==> src/core/irq_ctrl_consts.svh <==
// Constants for the interrupt enable and priority register block.
// Assumes a 32-bit AXI4-Lite register port and 16-bit registers.
`ifndef IRQ_CTRL_CONSTS_SVH
`define IRQ_CTRL_CONSTS_SVH

// Register byte offsets
`define OFS_ENABLE_0        8'h00
`define OFS_ENABLE_6        8'h04
`define OFS_PRIORITY_13     8'h08
`define OFS_IRQ_STATUS      8'h0C
`define OFS_IRQ_MASK        8'h10

// Implemented bits of each register
`define IMPL_ENABLE_0       16'h0007
`define IMPL_ENABLE_6       16'hC38F
`define IMPL_PRIORITY_13    16'h0770
`define IMPL_IRQ_BITS       16'h3FFF

// Reset values
`define RST_ENABLE          16'h0000
`define RST_PRIORITY_13     16'h0440
`define RST_IRQ_MASK        16'h0000

// Field positions
`define POS_OUT_CMP1        2
`define POS_IN_CAP1         1
`define POS_EXT_IRQ0        0
`define POS_ADC_PAIR1       15
`define POS_ADC_PAIR0       14
`define POS_CMP4            9
`define POS_CMP3            8
`define POS_CMP2            7
`define POS_PWM6            3
`define POS_PWM5            2
`define POS_PWM4            1
`define POS_PWM3            0
`define POS_EXT4_PRIO       8
`define POS_EXT3_PRIO       4

// AXI responses
`define RESP_OKAY           2'h0
`define RESP_DECERR         2'h3

`endif

==> src/core/irq_ctrl_pkg.sv <==
// Types shared by the interrupt enable and priority register block.
// Assumes irq_ctrl_consts.svh supplies the numeric constants.
package irq_ctrl_pkg;

  // Number of gated sources and register width
  localparam int NUM_SRC   = 14;
  localparam int REG_W     = 16;
  localparam int ADDR_W    = 8;

  // Write request from the bus port to the register file
  typedef struct packed {
    logic              fire;
    logic [ADDR_W-1:0] addr;
    logic [31:0]       data;
    logic [3:0]        strb;
  } wr_req_type;

  // Read request and its answer
  typedef struct packed {
    logic              fire;
    logic [ADDR_W-1:0] addr;
  } rd_req_type;

  typedef struct packed {
    logic              ok;
    logic [31:0]       data;
  } rd_ans_type;

endpackage

==> src/core/axil_reg_port.sv <==
// AXI4-Lite slave front end: one write and one read in flight.
// Assumes the register file answers reads in the same cycle.
`timescale 1ns/1ps
`include "irq_ctrl_consts.svh"

module axil_reg_port
  import irq_ctrl_pkg::*;
(
  input  wire logic              aclk,
  input  wire logic              aresetn,
  input  wire logic [ADDR_W-1:0] awaddr,
  input  wire logic              awvalid,
  output logic                   awready,
  input  wire logic [31:0]       wdata,
  input  wire logic [3:0]        wstrb,
  input  wire logic              wvalid,
  output logic                   wready,
  output logic [1:0]             bresp,
  output logic                   bvalid,
  input  wire logic              bready,
  input  wire logic [ADDR_W-1:0] araddr,
  input  wire logic              arvalid,
  output logic                   arready,
  output logic [31:0]            rdata,
  output logic [1:0]             rresp,
  output logic                   rvalid,
  input  wire logic              rready,
  output wr_req_type             wr_req,
  input  wire logic              wr_ok,
  output rd_req_type             rd_req,
  input  rd_ans_type             rd_ans
);

  logic              aw_full_r;   // Write address held
  logic              w_full_r;    // Write data held
  logic [ADDR_W-1:0] awaddr_r;    // Held write address
  logic [31:0]       wdata_r;     // Held write data
  logic [3:0]        wstrb_r;     // Held byte strobes

  // Address and data are taken in either order, never twice per write
  assign awready = ~aw_full_r & ~bvalid;
  assign wready  = ~w_full_r & ~bvalid;
  assign arready = ~rvalid;

  // Write fires once both halves are held
  assign wr_req.fire = aw_full_r & w_full_r & ~bvalid;
  assign wr_req.addr = awaddr_r;
  assign wr_req.data = wdata_r;
  assign wr_req.strb = wstrb_r;

  // Read address goes straight to the register file
  assign rd_req.fire = arvalid & arready;
  assign rd_req.addr = araddr;

  // Write channel holding and response
  always_ff @(posedge aclk) begin
    if (!aresetn) begin
      aw_full_r <= 1'b0;
      w_full_r  <= 1'b0;
      awaddr_r  <= '0;
      wdata_r   <= '0;
      wstrb_r   <= '0;
      bvalid    <= 1'b0;
      bresp     <= `RESP_OKAY;
    end else begin
      if (awvalid && awready) begin
        aw_full_r <= 1'b1;
        awaddr_r  <= awaddr;
      end
      if (wvalid && wready) begin
        w_full_r <= 1'b1;
        wdata_r  <= wdata;
        wstrb_r  <= wstrb;
      end
      if (wr_req.fire) begin
        aw_full_r <= 1'b0;
        w_full_r  <= 1'b0;
        bvalid    <= 1'b1;
        bresp     <= wr_ok ? `RESP_OKAY : `RESP_DECERR;
      end else if (bvalid && bready) begin
        bvalid <= 1'b0;
      end
    end
  end

  // Read channel: data captured at the address handshake
  always_ff @(posedge aclk) begin
    if (!aresetn) begin
      rvalid <= 1'b0;
      rdata  <= '0;
      rresp  <= `RESP_OKAY;
    end else if (rd_req.fire) begin
      rvalid <= 1'b1;
      rdata  <= rd_ans.data;
      rresp  <= rd_ans.ok ? `RESP_OKAY : `RESP_DECERR;
    end else if (rvalid && rready) begin
      rvalid <= 1'b0;
    end
  end

endmodule // axil_reg_port

==> src/core/interrupt_enable_priority_regs.sv <==
// Interrupt enable and priority registers for a group of peripheral
// sources, with sticky event status, mask and one interrupt output.
// Assumes request inputs are synchronous to aclk and held as levels
// by the peripherals until serviced.
//
// Operation
// - Enabled source passes its request onward
// - Disabled source request is blocked completely
// - Enable 6 layout: ADC, comparators, PWM
// - Enable 0 layout: compare, capture, ext 0
// - Three-bit ext priority, all ones highest
// - Unimplemented bits ignore writes, read zero
`timescale 1ns/1ps
`include "irq_ctrl_consts.svh"

module interrupt_enable_priority_regs
  import irq_ctrl_pkg::*;
(
  input  wire logic               aclk,
  input  wire logic               aresetn,
  // AXI4-Lite register port
  input  wire logic [ADDR_W-1:0]  awaddr,
  input  wire logic [2:0]         awprot,
  input  wire logic               awvalid,
  output logic                    awready,
  input  wire logic [31:0]        wdata,
  input  wire logic [3:0]         wstrb,
  input  wire logic               wvalid,
  output logic                    wready,
  output logic [1:0]              bresp,
  output logic                    bvalid,
  input  wire logic               bready,
  input  wire logic [ADDR_W-1:0]  araddr,
  input  wire logic [2:0]         arprot,
  input  wire logic               arvalid,
  output logic                    arready,
  output logic [31:0]             rdata,
  output logic [1:0]              rresp,
  output logic                    rvalid,
  input  wire logic               rready,
  // Peripheral request lines, one per source
  input  wire logic [NUM_SRC-1:0] src_req,
  // Gated requests toward priority evaluation
  output logic [NUM_SRC-1:0]      src_gated,
  // Active priority of the pending external sources
  output logic [2:0]              ext_irq3_level,
  output logic [2:0]              ext_irq4_level,
  output logic [2:0]              best_ext_level,
  // Level interrupt from unmasked sticky status
  output logic                    irq
);

  // ****************************************************************
  // Source numbering
  // ****************************************************************
  // Index of each source in the request, status and mask vectors.
  localparam int SRC_EXT0  = 0;
  localparam int SRC_IC1   = 1;
  localparam int SRC_OC1   = 2;
  localparam int SRC_PWM3  = 3;
  localparam int SRC_PWM4  = 4;
  localparam int SRC_PWM5  = 5;
  localparam int SRC_PWM6  = 6;
  localparam int SRC_CMP2  = 7;
  localparam int SRC_CMP3  = 8;
  localparam int SRC_CMP4  = 9;
  localparam int SRC_ADC0  = 10;
  localparam int SRC_ADC1  = 11;
  localparam int SRC_EXT3  = 12;
  localparam int SRC_EXT4  = 13;

  // ****************************************************************
  // Declarations
  // ****************************************************************
  wr_req_type           wr_req;          // Write from bus port
  rd_req_type           rd_req;          // Read from bus port
  rd_ans_type           rd_ans;          // Read answer to bus port
  logic                 wr_ok;           // Write hit a mapped word

  logic [REG_W-1:0]     enable_0_r;      // interrupt_enable_0
  logic [REG_W-1:0]     enable_6_r;      // interrupt_enable_6
  logic [REG_W-1:0]     priority_13_r;   // interrupt_priority_13
  logic [REG_W-1:0]     irq_status_r;    // Sticky event status
  logic [REG_W-1:0]     irq_mask_r;      // Interrupt mask

  logic [REG_W-1:0]     byte_mask;       // Strobes widened to bits
  logic [REG_W-1:0]     wr_bits;         // Write data under strobes
  logic                 hit_en0;         // Write to enable 0
  logic                 hit_en6;         // Write to enable 6
  logic                 hit_prio;        // Write to priority 13
  logic                 hit_stat;        // Write to status
  logic                 hit_mask;        // Write to mask

  logic [2:0]           ext_irq3_priority; // Field view, ext 3
  logic [2:0]           ext_irq4_priority; // Field view, ext 4
  logic [NUM_SRC-1:0]   stat_bits_r;     // Sticky bit per source
  logic [NUM_SRC-1:0]   en_vec;          // Per-source enable
  logic [NUM_SRC-1:0]   gated_now;       // Request after enable
  logic [NUM_SRC-1:0]   src_event;       // Rising edge of gated
  logic [NUM_SRC-1:0]   stat_clr;        // Write-one-to-clear
  logic [2:0]           best_nxt;        // Next best ext level

  // ****************************************************************
  // Bus front end
  // ****************************************************************
  // The prot inputs carry no meaning here; every access is allowed.
  axil_reg_port i_axil_reg_port (
    .aclk    (aclk),
    .aresetn (aresetn),
    .awaddr  (awaddr),
    .awvalid (awvalid),
    .awready (awready),
    .wdata   (wdata),
    .wstrb   (wstrb),
    .wvalid  (wvalid),
    .wready  (wready),
    .bresp   (bresp),
    .bvalid  (bvalid),
    .bready  (bready),
    .araddr  (araddr),
    .arvalid (arvalid),
    .arready (arready),
    .rdata   (rdata),
    .rresp   (rresp),
    .rvalid  (rvalid),
    .rready  (rready),
    .wr_req  (wr_req),
    .wr_ok   (wr_ok),
    .rd_req  (rd_req),
    .rd_ans  (rd_ans)
  );

  // ****************************************************************
  // Write decode
  // ****************************************************************
  // Only the two low byte lanes reach the 16-bit registers; the
  // upper lanes have nothing behind them and are simply dropped.
  assign byte_mask = {{8{wr_req.strb[1]}}, {8{wr_req.strb[0]}}};
  assign wr_bits   = wr_req.data[REG_W-1:0] & byte_mask;

  // Word decode ignores the two low address bits
  always_comb begin
    hit_en0  = 1'b0;
    hit_en6  = 1'b0;
    hit_prio = 1'b0;
    hit_stat = 1'b0;
    hit_mask = 1'b0;
    wr_ok    = 1'b1;
    unique case ({wr_req.addr[ADDR_W-1:2], 2'b00})
      `OFS_ENABLE_0:    hit_en0  = wr_req.fire;
      `OFS_ENABLE_6:    hit_en6  = wr_req.fire;
      `OFS_PRIORITY_13: hit_prio = wr_req.fire;
      `OFS_IRQ_STATUS:  hit_stat = wr_req.fire;
      `OFS_IRQ_MASK:    hit_mask = wr_req.fire;
      // Unmapped word: no effect, error response
      default:          wr_ok    = 1'b0;
    endcase
  end

  // ****************************************************************
  // Enable registers
  // ****************************************************************
  // Enable 0: compare 1, capture 1, external 0 in the low bits.
  // Bits without a source are masked so they never store a one.
  always_ff @(posedge aclk) begin
    if (!aresetn) begin
      enable_0_r <= `RST_ENABLE;
    end else if (hit_en0) begin
      enable_0_r <= ((enable_0_r & ~byte_mask) | wr_bits)
                    & `IMPL_ENABLE_0;
    end
  end

  // Enable 6: ADC pairs, comparators 2 to 4, PWM 3 to 6
  always_ff @(posedge aclk) begin
    if (!aresetn) begin
      enable_6_r <= `RST_ENABLE;
    end else if (hit_en6) begin
      enable_6_r <= ((enable_6_r & ~byte_mask) | wr_bits)
                    & `IMPL_ENABLE_6;
    end
  end

  // ****************************************************************
  // Priority register
  // ****************************************************************
  // Both external priority fields come out of reset at level 4, so
  // those sources are live until software lowers them to zero.
  always_ff @(posedge aclk) begin
    if (!aresetn) begin
      priority_13_r <= `RST_PRIORITY_13;
    end else if (hit_prio) begin
      priority_13_r <= ((priority_13_r & ~byte_mask) | wr_bits)
                       & `IMPL_PRIORITY_13;
    end
  end

  // Field views: the code is the level, 7 highest, 1 lowest
  assign ext_irq4_priority = priority_13_r[`POS_EXT4_PRIO +: 3];
  assign ext_irq3_priority = priority_13_r[`POS_EXT3_PRIO +: 3];

  // ****************************************************************
  // Request gating
  // ****************************************************************
  // Each source is enabled by its own bit; the two external sources
  // with a priority field are enabled by any non-zero code.
  always_comb begin
    en_vec           = '0;
    en_vec[SRC_EXT0] = enable_0_r[`POS_EXT_IRQ0];
    en_vec[SRC_IC1]  = enable_0_r[`POS_IN_CAP1];
    en_vec[SRC_OC1]  = enable_0_r[`POS_OUT_CMP1];
    en_vec[SRC_PWM3] = enable_6_r[`POS_PWM3];
    en_vec[SRC_PWM4] = enable_6_r[`POS_PWM4];
    en_vec[SRC_PWM5] = enable_6_r[`POS_PWM5];
    en_vec[SRC_PWM6] = enable_6_r[`POS_PWM6];
    en_vec[SRC_CMP2] = enable_6_r[`POS_CMP2];
    en_vec[SRC_CMP3] = enable_6_r[`POS_CMP3];
    en_vec[SRC_CMP4] = enable_6_r[`POS_CMP4];
    en_vec[SRC_ADC0] = enable_6_r[`POS_ADC_PAIR0];
    en_vec[SRC_ADC1] = enable_6_r[`POS_ADC_PAIR1];
    en_vec[SRC_EXT3] = |ext_irq3_priority;
    en_vec[SRC_EXT4] = |ext_irq4_priority;
  end

  // A request passes only while its enable is set
  assign gated_now = src_req & en_vec;

  // Registered so the evaluation side sees clean flip-flop outputs;
  // costs one cycle of latency from request to gated output.
  always_ff @(posedge aclk) begin
    if (!aresetn) begin
      src_gated <= '0;
    end else begin
      src_gated <= gated_now;
    end
  end

  // ****************************************************************
  // Priority evaluation of the external sources
  // ****************************************************************
  // A pending external source presents its level; otherwise zero.
  always_ff @(posedge aclk) begin
    if (!aresetn) begin
      ext_irq3_level <= 3'h0;
      ext_irq4_level <= 3'h0;
    end else begin
      ext_irq3_level <= gated_now[SRC_EXT3] ? ext_irq3_priority
                                            : 3'h0;
      ext_irq4_level <= gated_now[SRC_EXT4] ? ext_irq4_priority
                                            : 3'h0;
    end
  end

  // Higher code wins; zero means nothing external is pending
  always_comb begin
    best_nxt = 3'h0;
    if (gated_now[SRC_EXT3]) begin
      best_nxt = ext_irq3_priority;
    end
    if (gated_now[SRC_EXT4] && ext_irq4_priority > best_nxt) begin
      best_nxt = ext_irq4_priority;
    end
  end

  always_ff @(posedge aclk) begin
    if (!aresetn) begin
      best_ext_level <= 3'h0;
    end else begin
      best_ext_level <= best_nxt;
    end
  end

  // ****************************************************************
  // Sticky status, mask and interrupt
  // ****************************************************************
  // An event is the first cycle a gated request is seen high; a
  // held level does not retrigger after software clears the bit.
  assign src_event = gated_now & ~src_gated;
  assign stat_clr  = hit_stat ? wr_bits[NUM_SRC-1:0]
                              : {NUM_SRC{1'b0}};

  // One sticky bit per source; set beats a clear in the same cycle
  // so no event is ever lost to a racing software clear.
  generate
    for (genvar i = 0; i < NUM_SRC; i++) begin : g_stat
      always_ff @(posedge aclk) begin
        if (!aresetn) begin
          stat_bits_r[i] <= 1'b0;
        end else if (src_event[i]) begin
          stat_bits_r[i] <= 1'b1;
        end else if (stat_clr[i]) begin
          stat_bits_r[i] <= 1'b0;
        end
      end
    end
  endgenerate

  // Status bits above the last source do not exist
  assign irq_status_r = {{(REG_W-NUM_SRC){1'b0}}, stat_bits_r};

  // Mask: a one lets the matching status bit raise irq
  always_ff @(posedge aclk) begin
    if (!aresetn) begin
      irq_mask_r <= `RST_IRQ_MASK;
    end else if (hit_mask) begin
      irq_mask_r <= ((irq_mask_r & ~byte_mask) | wr_bits)
                    & `IMPL_IRQ_BITS;
    end
  end

  // Level output, registered so it is glitch free
  always_ff @(posedge aclk) begin
    if (!aresetn) begin
      irq <= 1'b0;
    end else begin
      irq <= |(irq_status_r & irq_mask_r);
    end
  end

  // ****************************************************************
  // Read mux
  // ****************************************************************
  // Registers sit in the low half; the upper half reads as zero.
  // Reads have no side effect on any register.
  always_comb begin
    rd_ans.ok   = 1'b1;
    rd_ans.data = 32'h0000_0000;
    unique case ({rd_req.addr[ADDR_W-1:2], 2'b00})
      `OFS_ENABLE_0:    rd_ans.data[REG_W-1:0] = enable_0_r;
      `OFS_ENABLE_6:    rd_ans.data[REG_W-1:0] = enable_6_r;
      `OFS_PRIORITY_13: rd_ans.data[REG_W-1:0] = priority_13_r;
      `OFS_IRQ_STATUS:  rd_ans.data[REG_W-1:0] = irq_status_r;
      `OFS_IRQ_MASK:    rd_ans.data[REG_W-1:0] = irq_mask_r;
      // Unmapped word: zero data, error response
      default:          rd_ans.ok = 1'b0;
    endcase
  end

endmodule // interrupt_enable_priority_regs

==> config.mk <==
export PLATFORM = sky130hd
export DESIGN_NAME = interrupt_enable_priority_regs
export DESIGN_NICKNAME = d
export VERILOG_FILES = /design/src/core/irq_ctrl_pkg.sv /design/src/core/axil_reg_port.sv /design/src/core/interrupt_enable_priority_regs.sv
export VERILOG_INCLUDE_DIRS = /design/src /design/src/core
export SDC_FILE = /design/constraint.sdc
export NUM_CORES = 1
export LEC_CHECK = 0
export ABC_AREA = 1
export CAP_MARGIN = 20
export CORE_MARGIN = 1
export CORE_UTILIZATION = 25
export CTS_CLUSTER_DIAMETER = 80
export DETAILED_ROUTE_END_ITERATION = 8
export DONT_BUFFER_PORTS = 1
export PLACE_DENSITY = 0.36
export REMOVE_ABC_BUFFERS = 1
export SLEW_MARGIN = 20
export SYNTH_ARGS = -nofsm -noshare
export SYNTH_HDL_FRONTEND = slang
export SYNTH_SLANG_ARGS = --single-unit
==> constraint.sdc <==
create_clock -name aclk -period 2.2 [get_ports aclk]
set_input_delay 0.22 -clock aclk [delete_from_list [all_inputs] [get_ports aclk]]
set_output_delay 0.22 -clock aclk [all_outputs]
set_load 0.03 [all_outputs]
After elaboration in Yosys (flattened, before gate mapping)
Index checks and enable logic that the tools add are counted.
{"block": "word_totals", "register_bits": 120, "inputBits": 79, "output_inout_bits": 65, "elab_cells": 141}
{"block": "op_classes", "n_lt_le_gt_ge": 1, "eq_ne": 8, "muxes": 45, "bitwise_logic": 24, "reduce_logical": 30}
{"operator": "$pmux W16 S5", "n": 1}
{"operator": "$and A14 B14 Y14", "n": 4}
{"operator": "$mux W1", "n": 39}
{"operator": "$and A16 B16 Y16", "n": 2}
{"operator": "$reduce_bool A2 Y1", "n": 16}
{"operator": "$eq A6 B2 Y1 const B", "n": 4}
{"operator": "$not A16 Y16", "n": 1}
{"operator": "$or A16 B16 Y16", "n": 1}
{"operator": "$reduce_or A16 Y1", "n": 1}
{"operator": "$mux W14", "n": 1}
{"operator": "$not A14 Y14", "n": 1}
{"operator": "$or A14 B14 Y14", "n": 1}
{"operator": "$eq A6 B1 Y1 const B", "n": 2}
{"operator": "$eq A6 B3 Y1 const B", "n": 2}
{"operator": "$logic_not A6 Y1", "n": 2}
{"operator": "$and A11 B11 Y11", "n": 1}
{"operator": "$or A11 B11 Y11", "n": 1}
{"operator": "$reduce_or A5 Y1", "n": 2}
{"operator": "$mux W3", "n": 2}
{"operator": "$reduce_or A3 Y1", "n": 2}
{"operator": "$and A1 B1 Y1", "n": 5}
{"operator": "$logic_and A1 B1 Y1", "n": 5}
{"operator": "$not A1 Y1", "n": 5}
{"operator": "$mux W2", "n": 2}
{"operator": "other kinds (5)", "n": 5}

Longest topological paths before layout
{"block": "depth", "depth_word": 6, "depth_mapped": 12, "ltp_nobuf": 12}

By module
From an unflattened synthesis, not the netlist that was laid out.
{"block": "hier_totals", "hier_cells": 1011, "hier_area_um2": 6861.6}
{"mod": "interrupt_enable_priority_regs", "n_inst": 1, "cells_per_inst": 544, "area_each_um2": 3523.4, "seq_area_each_um2": 1401.3}
{"mod": "axil_reg_port", "n_inst": 1, "cells_per_inst": 467, "area_each_um2": 3338.2, "seq_area_each_um2": 1641.6}

Worst setup path before layout
No wires, ideal clock.
{"block": "synth_path", "kind": "flip-flop to flip-flop", "startpoint": "reg i_axil_reg_port.bvalid", "endpoint": "reg i_axil_reg_port.wdata_r[15]", "setup_time_ns": 0.116, "arrival_ns": 1.579, "required_time_ns": 2.084, "path_slack_ns": 0.505, "path_stages_with_launch": 6, "path_buffers": 1, "period_less_slack_ns": 1.695, "cell_sequence": "dfxtp_1 -> nor2_1 -> nand2_1 -> buf_2 -> o21ai_0 -> nor2_1"}
{"block": "synth_via", "elab_chain_cells": 3}
{"element": "from (decl)", "line": "axil_reg_port.sv:19", "rtl": "output logic bvalid,"}
{"element": "from (signal assigned)", "line": "axil_reg_port.sv:63", "rtl": "bvalid <= 1'b0;"}
{"element": "from (signal assigned)", "line": "axil_reg_port.sv:78", "rtl": "bvalid <= 1'b1;"}
{"element": "from (signal assigned)", "line": "axil_reg_port.sv:81", "rtl": "bvalid <= 1'b0;"}
{"element": "$not A1 Y1", "line": "axil_reg_port.sv:42", "rtl": "assign wready = ~w_full_r & ~bvalid;"}
{"element": "$and A1 B1 Y1", "line": "axil_reg_port.sv:42"}
{"element": "named net wready", "line": "interrupt_enable_priority_regs.sv:29", "rtl": "output logic wready,"}
{"element": "$logic_and A1 B1 Y1", "line": "axil_reg_port.sv:70", "rtl": "if (wvalid && wready) begin"}
{"element": "to (signal assigned)", "line": "axil_reg_port.sv:72", "rtl": "wdata_r <= wdata;"}
{"element": "to (decl)", "line": "axil_reg_port.sv:37", "rtl": "logic [31:0] wdata_r;"}
The timed path passes the listed nets, and every way through them passes these cells.
A chain may end at the register's enable or synchronous reset.

==> Implementation_results.wiki <==
{| class="wikitable"
! Metric !! Value
|-
| Status || finished clean
|-
| Ports placed on the boundary || 144
|-
| Die outline area || 20100 um^2
|-
| Portion of the post-synthesis area used by sequential elements || 47.6%
|-
| Critical path's largest stage delay || 350 ps
|-
| GP Congestion || 0.767
|-
| Worst Setup Start Kind || flip-flop
|-
| Area after detailed placement || 5080 um^2
|-
| Capture instance of the worst register-to-register path || best_ext_level[2]
|-
| Post-synth ARST share || 0%
|-
| Area growth from synthesis to layout || 23.0%
|-
| Number of synthesized flops with an enable pin || 0
|-
| Total routing resource utilization after global routing || 15.1%
|-
| Worst supply voltage drop on vdd || 0.522 mV
|-
| TritonCTS clock tree || done
|-
| Timing-limited maximum frequency || 511 MHz
|-
| Number of port buffers || 0
|-
| Power density over the cells || 867 nW/um^2
|-
| Residual DRC count || 0
|-
| Clk Tree Root Cell || clkbuf_16
|-
| Area share of the leading cell type in the synthesized netlist || 47.6%
|-
| Critical-path cell with the highest stage delay || dfxtp_1
|-
| # H-tree levels || 4
|-
| CTS buffer count || 17
|-
| Predominant post-synthesis flop cell || dfxtp_1
|-
| Final critical delay including setup and external delays || 1960 ps
|-
| Leakage power figure || 0.00239 uW
|-
| Final routed wire length divided by cell count || 15.1 um
|-
| Detailed Route WL || 14.5 mm
|-
| Register bit total from synthesis || 116
|-
| Storage cell area || 2320 um^2
|-
| CP required || 2500 ps
|-
| Largest net degree at the start of global routing || 80
|-
| Synthesized cell area || 4880 um^2
|-
| Most used cell along the critical path || nor2_1
|-
| Tightest Hold Check Type || in2reg
|-
| Critical path, cell by cell || o31ai_1 > nor2_1 > inv_1 > ha_1 > nand2_1 > nor2_1 > o21ai_0 > inv_1 > a21oi_1 > nor2_1
|-
| Remaining global-route overflow || 0
|-
| Worst R2R Setup Slack || 240 ps
|-
| Clock transition at the registers of the reported paths || 50 ps
|-
| First-iteration detailed-routing DRC count || 197
|-
| Worst reg2reg path depth || 10
|-
| Number of global-route vias before repair || 4116
|-
| Wire length of the first global-routing pass || 22.4 mm
|-
| Final non-filler cell area || 6000 um^2
|-
| Pins Over Slew Limit || 0
|-
| Area of the core region || 18900 um^2
|-
| Number of nets with antenna violations after detailed routing || 0
|-
| Multi-input gate area || 2030 um^2
|-
| Vias per cell || 4.39
|-
| Share of final-layout standard cells stronger than drive strength 1 || 8.39%
|-
| Setup repair after global routing missed its margin || false
|-
| Row count || 50
|-
| Post-route fraction of the period consumed by the critical path || 89.0%
|-
| Most numerous cell types in the synthesized netlist || dfxtp_1, nand2_1, nor2_1
|-
| DP Wirelength || 10.2 mm
|-
| Biggest fanout along the worst timing path || 4
|-
| Warnings from Yosys || 0
|-
| Critical Setup Path Class || reg2reg
|-
| Vias || 4227
|-
| Total Neg Setup Slack || 0 ps
|-
| Final setup fails || 0
|-
| Leading cell types by total area after synthesis || dfxtp_1, nand2_1, nor2_1
|-
| Transition at the pin with the smallest max-transition slack || 783 ps
|-
| Biggest area consumer among synthesized cells || dfxtp_1
|-
| Max Root-Sink Buffers || 2
|-
| Worst path arrival time || 2260 ps
|-
| Category of the worst setup path capture point || flip-flop
|-
| Distinct cells, synth || 33
|-
| Quantity of gates resized following cts || 0
|-
| Number of fill cells in the layout || 2082
|-
| Post-Syn Instances || 653
|-
| Die boundary height || 142 um
|-
| Crit path capture || best_ext_level[2]
|-
| Initial antenna violation count || 0
|-
| Hold Violations, Final || 0
|-
| Worst Clk Skew || 7.89 ps
|-
| Clock insertion delay at the later pin of the skew report || 420 ps
|-
| Synth Area per Inst || 7.47 um^2
|-
| Starting density of the core || 25.8%
|-
| Final Net Count || 774
|-
| Number of max-cap violations || 0
|-
| Die width || 142 um
|-
| Most frequent cell after synthesis || dfxtp_1
|-
| Number of search-and-repair iterations in the first detailed-routing pass || 4
|-
| Count of clock tree sinks || 116
|-
| Worst slew margin relative to its limit || 47.7%
|-
| Count of inserted antenna diode cells || 0
|}
cells in the final DEF, fill, tap and decap left out, drive strengths merged:
cell,n
dlygate4sd3,35
clkinv,8
dfxtp,116
buf,11
ha,3
o22ai,14
clkinvlp,3
o21a,3
o32ai,5
nor3,9
nor2,98
clkbuf,19
bufinv,1
nand4,5
inv,86
a21oi,60
o211ai,1
conb,16
and2,1
nand3,31
o21ai,63
o31ai,2
a22o,2
nand2,111
worst min path at each step:
stage	slack, ps	cells after the start	from	end
2_1_floorplan	300	1	aresetn	flip-flop
3_3_place_gp	340	1	aresetn	flip-flop
3_5_place_dp	340	1	aresetn	flip-flop
4_1_cts	0.2	2	awaddr[4]	i_axil_reg_port.awaddr_r[4]
5_1_grt	20	2	awaddr[4]	i_axil_reg_port.awaddr_r[4]
6_report	10	2	awaddr[4]	i_axil_reg_port.awaddr_r[4]
per-stage QoR:
step / hold slack [ps] / total power [uW] / worst slack (ps) / util (%) / std cells
3_3_place_gp: 340 / 2630 / 289 / 26.9 / 897
2_1_floorplan: 304 / 2520 / 350 / - / 627
6_report: 15.0 / 5210 / 242 / 31.8 / 963
3_5_place_dp: 339 / 2630 / 245 / 26.9 / 897
5_1_grt: 23.4 / 5430 / 41.0 / 31.8 / 963
4_1_cts: 0.234 / 5290 / 226 / 31.8 / 963
metal layers:
layer,routed length [um],part of all wire [%],global-route usage (%)
met5,0,0,0
met4,177,1.2,5.94
met3,1020,7.0,5.43
met2,6650,46,24.2
met1,6670,46,18.5
timing repair:
| item | in CTS | in global routing |
|---|---|---|
| endpoints found under the setup margin | 0 | 0 |
| hold buffers | 36 | 0 |
| endpoints found under the hold margin | 87 | 0 |
| buffers inserted | 0 | 0 |
kinds of logic (layout without fill, tap and decap cells):
family | count (synthesis) | in the layout | synth area share [%]
other | 1 | 16 | 0.0769
buffers and inverters | 128 | 163 | 11.9
AND/OR/NAND/NOR | 255 | 255 | 23.1
AO/OA/AOI/OAI | 150 | 150 | 16.6
adder cells (fa/ha/maj) | 3 | 3 | 0.770
flip-flops | 116 | 116 | 47.6
worst max-delay path: cells and delay by family (launching register included):
family | cells | cell delay (ps)
adder cells (fa/ha/maj) | 1 | 230
AND/OR/NAND/NOR | 4 | 260
buffers and inverters | 2 | 210
flip-flops | 1 | 350
AO/OA/AOI/OAI | 3 | 790
cell type report:
| type | instances | share of cell area [%] |
|---|---|---|
| Inverter | 87 | 5.44 |
| Clock buffer | 19 | 7.55 |
| Tap cell | 260 | 5.42 |
| Sequential cell | 116 | 38.7 |
| Clock inverter | 11 | 1.46 |
| Timing Repair Buffer | 46 | 7.55 |
| Multi-Input combinational cell | 424 | 33.9 |
report_power, final:
group	switching, uW	internal (uW)	leakage (uW)
Combinational	273	130	0.00118
Sequential	86.4	2170	0.000944
Clock	966	1580	0.000266
(Power assumes the default switching activity.)
